## src/antenna_irq_pkg.sv

```systemverilog
// Package for the antenna select and radio event enable register bank.
// Assumes an AHB-Lite slave with 32-bit data, one register per aligned word.
package antenna_irq_pkg;

    // Printed offsets are not all multiples of four: each is a register index, byte address is four times it
    localparam logic [9:0] IDX_STATIC_ANTENNA_FIELD = 10'h14D;
    localparam logic [9:0] IDX_EV_EN = 10'h14E;
    localparam logic [9:0] IDX_EV_STAT = 10'h14F;
    localparam logic [9:0] IDX_EV_EN_EXT = 10'h0BE;
    localparam logic [9:0] IDX_EV_STAT_EXT = 10'h0BF;

    // Antenna control fields
    localparam int ANT_FLAG_BIT = 7;
    localparam int AUTO_EN_BIT = 3;
    localparam int DRIVE_EN_BIT = 2;
    localparam int STATIC_LSB = 0;
    localparam logic [1:0] STATIC_RESET = 2'h3;
    localparam logic [1:0] STATIC_ANT1 = 2'h1;
    localparam logic [1:0] STATIC_ANT0 = 2'h2;

    // Event layout: first set at bits 7:0, second set at bits 4:0
    localparam logic [7:0] EV_EN_RESET = 8'h00;
    localparam logic [4:0] EV_EXT_RESET = 5'h00;
    localparam int EV_EXT_W = 5;

    typedef struct packed {
        logic [1:0] staticAntenna;
        logic autoSelectEnable;
        logic switchDriveEnable;
        logic autoAntenna;
        logic [7:0] eventEnable;
        logic [4:0] eventEnableExt;
        logic [7:0] eventStatus;
        logic [4:0] eventStatusExt;
        logic dataPhase;
        logic dataWrite;
        logic [9:0] dataIndex;
        logic [31:0] readData;
    } bank_state_t;

    // Radio side inputs, all same-clock pulses or levels
    typedef struct packed {
        logic headerSearchStart;
        logic autoChoiceValid;
        logic autoChoice;
        logic inReceive;
        logic [7:0] events;
        logic [4:0] eventsExt;
        logic [7:0] serviceAck;
        logic [4:0] serviceAckExt;
    } radio_in_t;

    // Switch pin pair: out and output enable for each
    typedef struct packed {
        logic pinAOut;
        logic pinAOe;
        logic pinBOut;
        logic pinBOe;
    } switch_pins_t;

endpackage

```

## src/antenna_irq_bank.sv

```systemverilog
// Antenna select control and radio event enable/status registers behind an AHB-Lite slave.
// Assumes radio inputs are on mclk; gpio bank values come from port logic on mclk.
//
// Summary of operation
// - Bit 7 of antenna control reads the antenna in use, 0 or 1.
// - Antenna follows last automatic choice when auto enabled, else static field.
// - With auto-select bit 3 set, antenna chosen during header search.
// - Auto choice held until new search, receive exit, or static field write.
// - Drive enable bit 2 makes both pins outputs with complementary antenna pair.
// - Pins stay driven in every transceiver state while drive enabled.
// - Drive enable 0 returns pins to general-purpose output and direction registers.
// - Static field: 1 antenna 1 A low B high, 2 antenna 0 A high B low, reset 3.
// - Each enable bit passes its interrupt source only when set.
// - All enable bits clear after reset.
// - First mask: 7 wake,6 tx end,5 addr match,4 ED done,3 rx end,2 rx start,1 unlock,0 lock.
// - Second mask: filter 3..0 match enables bits 4..1, tx start bit 0, 7:5 zero.
// - Status bit clears on write of one or on service acknowledge.
`timescale 1ns/1ns
`default_nettype none

module antenna_irq_bank
(
    input wire logic mclk,
    input wire logic rst_n,
    input wire logic hsel,
    input wire logic [31:0] haddr,
    input wire logic [1:0] htrans,
    input wire logic hwrite,
    input wire logic [2:0] hsize,
    input wire logic [31:0] hwdata,
    input wire logic hready,
    output logic hreadyout,
    output logic hresp,
    output logic [31:0] hrdata,
    input wire antenna_irq_pkg::radio_in_t radioIn,
    input wire logic gpioOutBankF,
    input wire logic gpioDirBankF,
    input wire logic gpioOutBankG,
    input wire logic gpioDirBankG,
    output antenna_irq_pkg::switch_pins_t switchPins,
    output logic currentAntennaFlag,
    output logic irq
);
    import antenna_irq_pkg::*;

    bank_state_t state_r;
    bank_state_t state_nxt;
    logic addrPhase;
    logic wrCtrl;
    logic wrEvEn;
    logic wrEvStat;
    logic wrEvEnExt;
    logic wrEvStatExt;
    logic antennaSel;
    // Antenna as it will stand after this edge, so a read sees a write in the data phase just before it
    logic antennaNext;
    // Full-width result of the sticky update for the second status set; only its low bits are kept
    logic [7:0] statusExtWide;

    // Bus timing in short:
    // the address phase is taken at the edge where hsel, hready and a NONSEQ or SEQ transfer (htrans[1]) meet;
    // the index and direction are held in the state for one cycle, the data phase;
    // a write lands at the end of that data phase, with hwdata as it stands then;
    // read data is registered at the address-phase edge and stands for the data phase.
    // Since the slave never inserts wait states, back-to-back transfers are fine,
    // but a read right behind a write must see the new value: the read mux therefore
    // looks at the next state, not at the registered one.

    // Word index from byte address; low two bits ignored since only word transfers occur
    function automatic logic [9:0] wordIndex(input logic [31:0] a);
        return a[11:2];
    endfunction

    // Sticky status update: a new event beats a clear in the same cycle
    function automatic logic [7:0] stickyNext(input logic [7:0] cur, input logic [7:0] set,
                                              input logic [7:0] clr);
        return (cur & ~clr) | set;
    endfunction

    // Static field decode: only code 1 names antenna 1; reserved 0 and default 3 fall to antenna 0
    function automatic logic antennaSelStatic(input logic [1:0] f);
        return (f == STATIC_ANT1);
    endfunction

    // Register read decode; unmapped words read as zero and the reserved bits read as zero
    function automatic logic [31:0] readWord(input logic [9:0] idx, input bank_state_t s, input logic ant);
        logic [31:0] w;
        w = 32'h0000_0000;
        case (idx)
            IDX_STATIC_ANTENNA_FIELD:
                w = {24'h00_0000, ant, 3'h0, s.autoSelectEnable, s.switchDriveEnable, s.staticAntenna};
            IDX_EV_EN:
                w = {24'h00_0000, s.eventEnable};
            IDX_EV_STAT:
                w = {24'h00_0000, s.eventStatus};
            IDX_EV_EN_EXT:
                w = {27'h000_0000, s.eventEnableExt};
            IDX_EV_STAT_EXT:
                w = {27'h000_0000, s.eventStatusExt};
            default:
                w = 32'h0000_0000;
        endcase
        return w;
    endfunction

    // Antenna in use: auto choice when enabled, else decoded static field
    always_comb
    begin
        if (state_r.autoSelectEnable)
            antennaSel = state_r.autoAntenna;
        else
            antennaSel = (state_r.staticAntenna == STATIC_ANT1);
    end

    assign addrPhase = hsel && hready && htrans[1];
    assign wrCtrl = state_r.dataPhase && state_r.dataWrite && state_r.dataIndex == IDX_STATIC_ANTENNA_FIELD;
    assign wrEvEn = state_r.dataPhase && state_r.dataWrite && state_r.dataIndex == IDX_EV_EN;
    assign wrEvStat = state_r.dataPhase && state_r.dataWrite && state_r.dataIndex == IDX_EV_STAT;
    assign wrEvEnExt = state_r.dataPhase && state_r.dataWrite && state_r.dataIndex == IDX_EV_EN_EXT;
    assign wrEvStatExt = state_r.dataPhase && state_r.dataWrite && state_r.dataIndex == IDX_EV_STAT_EXT;

    // Next state: bus capture, register writes, antenna choice, event flags, read data
    always_comb
    begin
        state_nxt = state_r;
        statusExtWide = 8'h00;
        antennaNext = 1'b0;
        // Capture the address phase; the write itself lands one cycle later with hwdata
        state_nxt.dataPhase = addrPhase;
        if (addrPhase)
        begin
            state_nxt.dataWrite = hwrite;
            state_nxt.dataIndex = wordIndex(haddr);
        end
        // Control register takes bits 3:0 of the word; the antenna flag bit is read-only
        if (wrCtrl)
        begin
            state_nxt.staticAntenna = hwdata[STATIC_LSB +: 2];
            state_nxt.autoSelectEnable = hwdata[AUTO_EN_BIT];
            state_nxt.switchDriveEnable = hwdata[DRIVE_EN_BIT];
        end
        // Enable masks; reserved upper bits of the second mask are never stored
        if (wrEvEn)
        begin
            state_nxt.eventEnable = hwdata[7:0];
        end
        if (wrEvEnExt)
        begin
            state_nxt.eventEnableExt = hwdata[EV_EXT_W-1:0];
        end
        // Auto choice: a static write or leaving receive reverts to the static antenna,
        // and a new search restarts from it until the algorithm picks again
        if (wrCtrl || !radioIn.inReceive || radioIn.headerSearchStart)
        begin
            state_nxt.autoAntenna = antennaSelStatic(wrCtrl ? hwdata[STATIC_LSB +: 2] :
                                                     state_r.staticAntenna);
        end
        // A pick is ignored in a control write cycle, so software always has the last word
        if (state_r.autoSelectEnable && radioIn.inReceive && radioIn.autoChoiceValid && !wrCtrl)
        begin
            state_nxt.autoAntenna = radioIn.autoChoice;
        end
        // Sticky status: service acknowledge and write-one clear, a new event wins the tie
        state_nxt.eventStatus = stickyNext(state_r.eventStatus, radioIn.events,
            radioIn.serviceAck | (wrEvStat ? hwdata[7:0] : 8'h00));
        statusExtWide = stickyNext({3'h0, state_r.eventStatusExt}, {3'h0, radioIn.eventsExt},
            {3'h0, radioIn.serviceAckExt | (wrEvStatExt ? hwdata[EV_EXT_W-1:0] : 5'h00)});
        state_nxt.eventStatusExt = statusExtWide[EV_EXT_W-1:0];
        // Read data comes from the next state: a pipelined read behind a write sees the new word
        antennaNext = state_nxt.autoSelectEnable ? state_nxt.autoAntenna :
                      antennaSelStatic(state_nxt.staticAntenna);
        state_nxt.readData = 32'h0000_0000;
        if (addrPhase && !hwrite)
        begin
            state_nxt.readData = readWord(wordIndex(haddr), state_nxt, antennaNext);
        end
    end

    // Register the whole state; reset restores defaults with every enable cleared
    always_ff @(posedge mclk)
    begin
        if (!rst_n)
        begin
            state_r <= '0;
            state_r.staticAntenna <= STATIC_RESET;
            state_r.eventEnable <= EV_EN_RESET;
            state_r.eventEnableExt <= EV_EXT_RESET;
        end
        else
        begin
            state_r <= state_nxt;
        end
    end

    // Zero-wait slave, always OKAY
    assign hreadyout = 1'b1;
    assign hresp = 1'b0;
    assign hrdata = state_r.readData;

    // Switch pins: driven as complementary pair in any state while enabled,
    // otherwise handed back to the general-purpose port banks.
    // The block does not look at the transceiver state here on purpose: drive stays on
    // in sleep too, and it is up to software to switch it off to save switch leakage.
    always_comb
    begin
        if (state_r.switchDriveEnable)
        begin
            switchPins.pinAOut = ~antennaSel;
            switchPins.pinBOut = antennaSel;
            switchPins.pinAOe = 1'b1;
            switchPins.pinBOe = 1'b1;
        end
        else
        begin
            switchPins.pinAOut = gpioOutBankF;
            switchPins.pinAOe = gpioDirBankF;
            switchPins.pinBOut = gpioOutBankG;
            switchPins.pinBOe = gpioDirBankG;
        end
    end

    assign currentAntennaFlag = antennaSel;

    // Level interrupt while any enabled status bit is pending
    assign irq = |(state_r.eventStatus & state_r.eventEnable) |
                 |(state_r.eventStatusExt & state_r.eventEnableExt);

endmodule

`default_nettype wire

```

## config.mk

```make
export PLATFORM = sky130hd
export DESIGN_NAME = antenna_irq_bank
export DESIGN_NICKNAME = d
export VERILOG_FILES = /design/src/antenna_irq_pkg.sv /design/src/antenna_irq_bank.sv
export SDC_FILE = /design/constraint.sdc
export NUM_CORES = 1
export LEC_CHECK = 0
export ABC_AREA = 1
export BUFFER_PORTS_ARGS = -buffer_cell sky130_fd_sc_hd__clkbuf_2
export CORE_ASPECT_RATIO = 1.5
export CORE_MARGIN = 2
export CORE_UTILIZATION = 46
export DETAILED_ROUTE_END_ITERATION = 10
export GPL_ROUTABILITY_DRIVEN = 1
export HOLD_SLACK_MARGIN = 0.15
export PLACE_DENSITY = 0.81
export SLEW_MARGIN = 20
export SYNTH_ARGS = -nofsm -noshare
export SYNTH_HDL_FRONTEND = slang
export SYNTH_SLANG_ARGS = --single-unit
```

## constraint.sdc

```tcl
create_clock -name mclk -period 1.9 [get_ports mclk]
set_clock_uncertainty 0.05 [all_clocks]
set_input_delay 0.19 -clock mclk [delete_from_list [all_inputs] [get_ports mclk]]
set_output_delay 0.19 -clock mclk [all_outputs]
set_load 0.005 [all_outputs]
```

Word-level counts from Yosys, hierarchy flattened
Cells that the tools add are included.
- div/mod/pow operators: 0
- equality and inequality tests: 13
- $mul: 0
- shifts and indexed selects: 0
- reduce and logical (&&, ||, !) cells: 20
- bitwise logic cells: 12
- $lt $le $gt $ge: 0
- add/subtract/negate cells: 0
- mux-type cells: 12
- operators with widths (kind ; number):
    $eq 10x9->1 const B ; 6
    $eq 10x8->1 const B ; 4
    $pmux 8 s5 ; 1
    $and 8x8->8 ; 2
    $mux 8 ; 2
    $or 8x8->8 ; 2
    $logic_and 1x1->1 ; 12
    $and 5x5->5 ; 2
    $mux 5 ; 2
    $or 5x5->5 ; 2
    $mux 4 ; 2
    $not 8->8 ; 1
    $reduce_or 8->1 ; 1
    $eq 2x1->1 const B ; 3
    $not 5->5 ; 1
    $reduce_or 5->1 ; 1
    $mux 1 ; 4
    $logic_not 1->1 ; 3
    $logic_or 1x1->1 ; 2
    $mux 2 ; 1
    $reduce_and 2->1 ; 1
    $not 1->1 ; 1
    $or 1x1->1 ; 1
- memories kept: 0
- latch bits: 0
- output and inout port bits: 40
- logic and storage cells: 69
- RAM bits: 0
- bits in read-only memories: 0
- input bits: 108
- bits in registers: 75

Depth between registers and ports, before layout
- depth after elaboration: 8
- depth in mapped cells: 14
- gate-level depth less buffers: 13

Least setup slack after synthesis
Ideal clock, no wire load.
- kind: register -> register
- from: register state_r[38] in the netlist's numbering
- to: register state_r, in the netlist hrdata[3]
- data arrival time: 1.337 ns
- cell stages (with the launch flop): 15
- path slack: 0.404 ns
- buffers on the path: 1
- setup time: 0.109 ns
- required time: 1.741 ns
- clock period less this slack: 1.496 ns
- cells stage by stage: dfxtp_1 > inv_1 > nor2_2 > nand2_2 > nor2_4 > nand2_4 > nor2_8 > buf_12 > nand2_1 > o21ai_2 > nor2_1 > nor2_1 > nand3_1 > nand2_1 > inv_1
- longest elaborated chain between the ends: 8
- elaborated cells between the ends (all ways): 24
- classes of those cells: eq/ne: 5; mux: 6; bitwise: 8; reduce/logical: 5
- RTL lines (element ; RTL line ; text):
    start, declared ; antenna_irq_bank.sv:46 ; bank_state_t state_r;
    start signal, assigned ; antenna_irq_bank.sv:191 ; state_r <= state_nxt;
    $eq 10x8->1 or $eq 10x9->1 (tied branches) ; antenna_irq_bank.sv:120, antenna_irq_bank.sv:118 ;
    $logic_and 1x1->1 (on tied branches) ; antenna_irq_bank.sv:120, antenna_irq_bank.sv:118 ;
    $mux 5 or $mux 8 (tied branches) ; antenna_irq_bank.sv:167, antenna_irq_bank.sv:165 ;
    $or 5x5->5 or $or 8x8->8 (tied branches) ; antenna_irq_bank.sv:167, antenna_irq_bank.sv:165 ;
    $not 5->5 or $not 8->8 (tied branches) ; antenna_irq_bank.sv:77 ; return (cur & ~clr) | set;
    $and 5x5->5 or $and 8x8->8 (tied branches) ; antenna_irq_bank.sv:77 ;
    $or 5x5->5 or $or 8x8->8 (tied branches) ; antenna_irq_bank.sv:77 ;
    $pmux 8 s5 * ; antenna_irq_bank.sv:89 ; case (idx)
Mark *: on every way between the ends. The rest lies on a longest branch, timed or not.
A chain may end at the register's enable or synchronous reset.

Worst setup path after layout
- from: input rst_n
- to: register state_r[44] in the netlist's numbering
- RTL lines (element ; RTL line ; text):
    start, declared ; antenna_irq_bank.sv:24 ; input wire logic rst_n,
No word-level cell between the ends.

==> reports/qor.txt <==
Status = completed
Critical path peak fanout = 31
Vias = 2,890
GRT Overall Usage = 21.8%
Die Area = 6870 um^2
CP dominant cell by count = dlygate4sd3_1
Hpwl dp = 5.37 mm
Final wirelength = 7.31 mm
Hold Vio Cnt, Final = 0
Synth warn = 0
CP bufs+invs = 5
Count of state elements after synthesis = 51
Final period util = 95.6%
Maxcap violations = 0
First-pass GRT wire length = 11.3 mm
Final net count = 631
DRC = 0
Setup Viol. Count Final = 0
Post-route ant nets = 0
Req. time, crit path = 2.05 ns
Die W = 68.3 um
Clk pin slew, worst setup/hold paths = 0.09 ns
GPL Wtd Cong = 0.893
Kind of critical path = in -> reg
Root buf cell = clkbuf_8
Diodes inserted = 0
Core area = 6090 um^2
Post-synthesis simple-gate area fraction = 32.1%
CP startpoint kind = input port
CP delay by family, top = buffers and inverters
CTS Sinks = 51
PD cells = 563 nW/um^2
CTS Buf Count = 5
Largest family of logic cells by synthesized area = simple AND/OR/NAND/NOR gates
Std cell rows = 35
Crit path arrival time = 1.97 ns
Area grow syn2layout = 26.8%
Initial antenna violation count = 0
Crit path time final = 1.82 ns
Initial core utilization = 46.9%
Initial DRC Count = 163
Total power = 2.04 mW
Die H = 100 um
TNS Setup = 0 ns
FF-to-FF setup slack = 0.13 ns
Sequential Area = 1020 um^2
CTS tree = built
DR pass1 iterations = 5
Critical Path, Cell by Cell = dlygate4sd3_1 > clkbuf_2 > inv_1 > buf_6 > a21oi_1 > dlygate4sd3_1
Drt wl/cell = 12.2 um
Max stage delay cell, worst path = dlygate4sd3_1
Setup Fix Bufs, Post-CTS = 0
Clk_lat worst skew = 0.31 ns
IO Count = 148
Synth Area per Inst = 6.75 um^2
Multi-input logic area = 1430 um^2
Port Buffers = 71
Max clock buf depth = 2
Xor/xnor share of the synthesized area = 0%
Number of global-route vias before repair = 2,671
H-tree levels = 2
Fmax = 0.551 GHz
Mux cell area share after synthesis = 0%
Setup crit end kind = flip-flop
Share of cells above drive strength 1 = 22.1%
Fillers = 584
Synthesized-area fraction occupied by adder cells = 0%
Compound-cell area share of the yosys netlist = 13.1%
Post-Synthesis Cells = 423
DR vias/cell = 4.83
Finished Core Util = 59.5%
Pin count of the biggest net entering global routing = 32
Seq/Total Area, Yosys = 35.8%
Worst vdd ir = 0.354 mV
Worst Hold Class = in -> reg
Unique cell type count in the Yosys netlist = 31
Grt ovf = 0
Post-synth design cell area = 2860 um^2
Static leakage = 1.82 nW
Final max-slew violation count = 0
Largest stage delay, worst path = 0.55 ns
## metrics by stage
stage                     hold slack [ns]  instances  instance area [um^2]  setup slack [ns]
final                               0.157        598                  3620            0.0839
after global placement              0.362        557                  3140             0.168
after detailed placement            0.374        557                  3140             0.135
after CTS                           0.153        599                  3580            0.0363
after global routing                0.176        598                  3620           -0.0153
after floorplan                     0.268        447                  2950             0.404
## cells in the mapped netlist
| cell type | n | area share [%] |
|---|---|---|
| dfxtp_1 | 51 | 36 |
| a22o_1 | 3 | 0.92 |
| o2111ai_1 | 2 | 0.61 |
| nand3_1 | 18 | 3.2 |
| buf_4 | 34 | 8.9 |
| buf_12 | 1 | 0.70 |
| nor2_4 | 2 | 0.79 |
| nor2_2 | 4 | 0.88 |
| nand2_4 | 1 | 0.39 |
| conb_1 | 2 | 0.26 |
| a31oi_1 | 1 | 0.22 |
| nand2_2 | 2 | 0.44 |
| nand3_4 | 1 | 0.61 |
| a31o_2 | 2 | 0.61 |
| nand2_1 | 107 | 14 |
| inv_1 | 64 | 8.4 |
| nor3_1 | 4 | 0.70 |
| a21oi_2 | 1 | 0.31 |
| o21ai_0 | 19 | 3.3 |
| a21boi_1 | 1 | 0.26 |
| nand4_1 | 4 | 0.88 |
| a221oi_1 | 3 | 0.92 |
| nor3_2 | 3 | 1.1 |
| or2_2 | 3 | 0.66 |
| nand3b_1 | 7 | 1.8 |
| clkbuf_1 | 6 | 0.79 |
| nor2_1 | 45 | 5.9 |
| a21oi_1 | 27 | 4.7 |
| o21ai_2 | 2 | 0.61 |
| o211ai_1 | 2 | 0.53 |
| nor2_8 | 1 | 0.70 |
## logic make-up (layout without fill, tap and decap cells)
| family | count (synthesis) | after routing |
|---|---|---|
| buffers and inverters | 105 | 182 |
| flip-flops | 51 | 51 |
| AO/OA/AOI/OAI | 63 | 63 |
| AND/OR/NAND/NOR | 202 | 202 |
| other | 2 | 26 |
## power breakdown
part	switching, mW	internal, mW
Sequential	0.0191	1.10
Combinational	0.132	0.130
Clock	0.359	0.299
Total	0.511	1.53
## per-layer routing
metal,routed length [um],GRT usage [%]
met2,3940,40.6
met1,2840,23.6
met5,0,0
met4,164,8.46
met3,366,3.46
## registers in the layout, indices dropped and copies added (netlist names)
signal and flops:
hrdata 8, state_r 43
## cells in the final DEF (no fill, tap or decap), types with 5 or more instances in the layout
cell type,Yosys,routed
o21ai_0,19,16
dfxtp_1,51,50
nor2_2,4,7
nand3b_1,7,7
conb_1,2,26
nand2_1,107,107
buf_4,34,5
clkbuf_2,0,70
dlygate4sd3_1,0,34
inv_1,64,62
clkbuf_8,0,6
nor2_1,45,41
nand3_1,18,18
a21oi_1,27,25
## area by class of cell
class / count / area share (%)
clock buffers: 7 / 2.39
inverters: 64 / 6.64
flip-flops and latches: 51 / 28.2
repair buffers: 110 / 20.4
multi-input cells: 291 / 39.5
clock inverters: 1 / 0.242
well taps: 74 / 2.56
## worst reg2reg max path: stages, from the launching register on
cell and delay (ns):
dfxtp_1 0.39, inv_1 0.08, nor3_2 0.22, nand4_1 0.16
nand3b_1 0.15, a21oi_1 0.07, dlygate4sd3_1 0.55
## repair_timing
item,CTS,global route
setup endpoints to repair,0,7
hold buffers,34,0
resized for setup,0,18
endpoints found under the hold margin,25,0
## final timing paths
path,cells past startpoint,to,start
worst max register to register,6,state_r[44],state_r[39]
worst min-delay path,4,state_r[56],hwdata[7]
worst min register to register,2,state_r[34],state_r[34]
worst max-delay path,6,state_r[44],rst_n
Note: power is estimated with default switching activity, not from simulation.
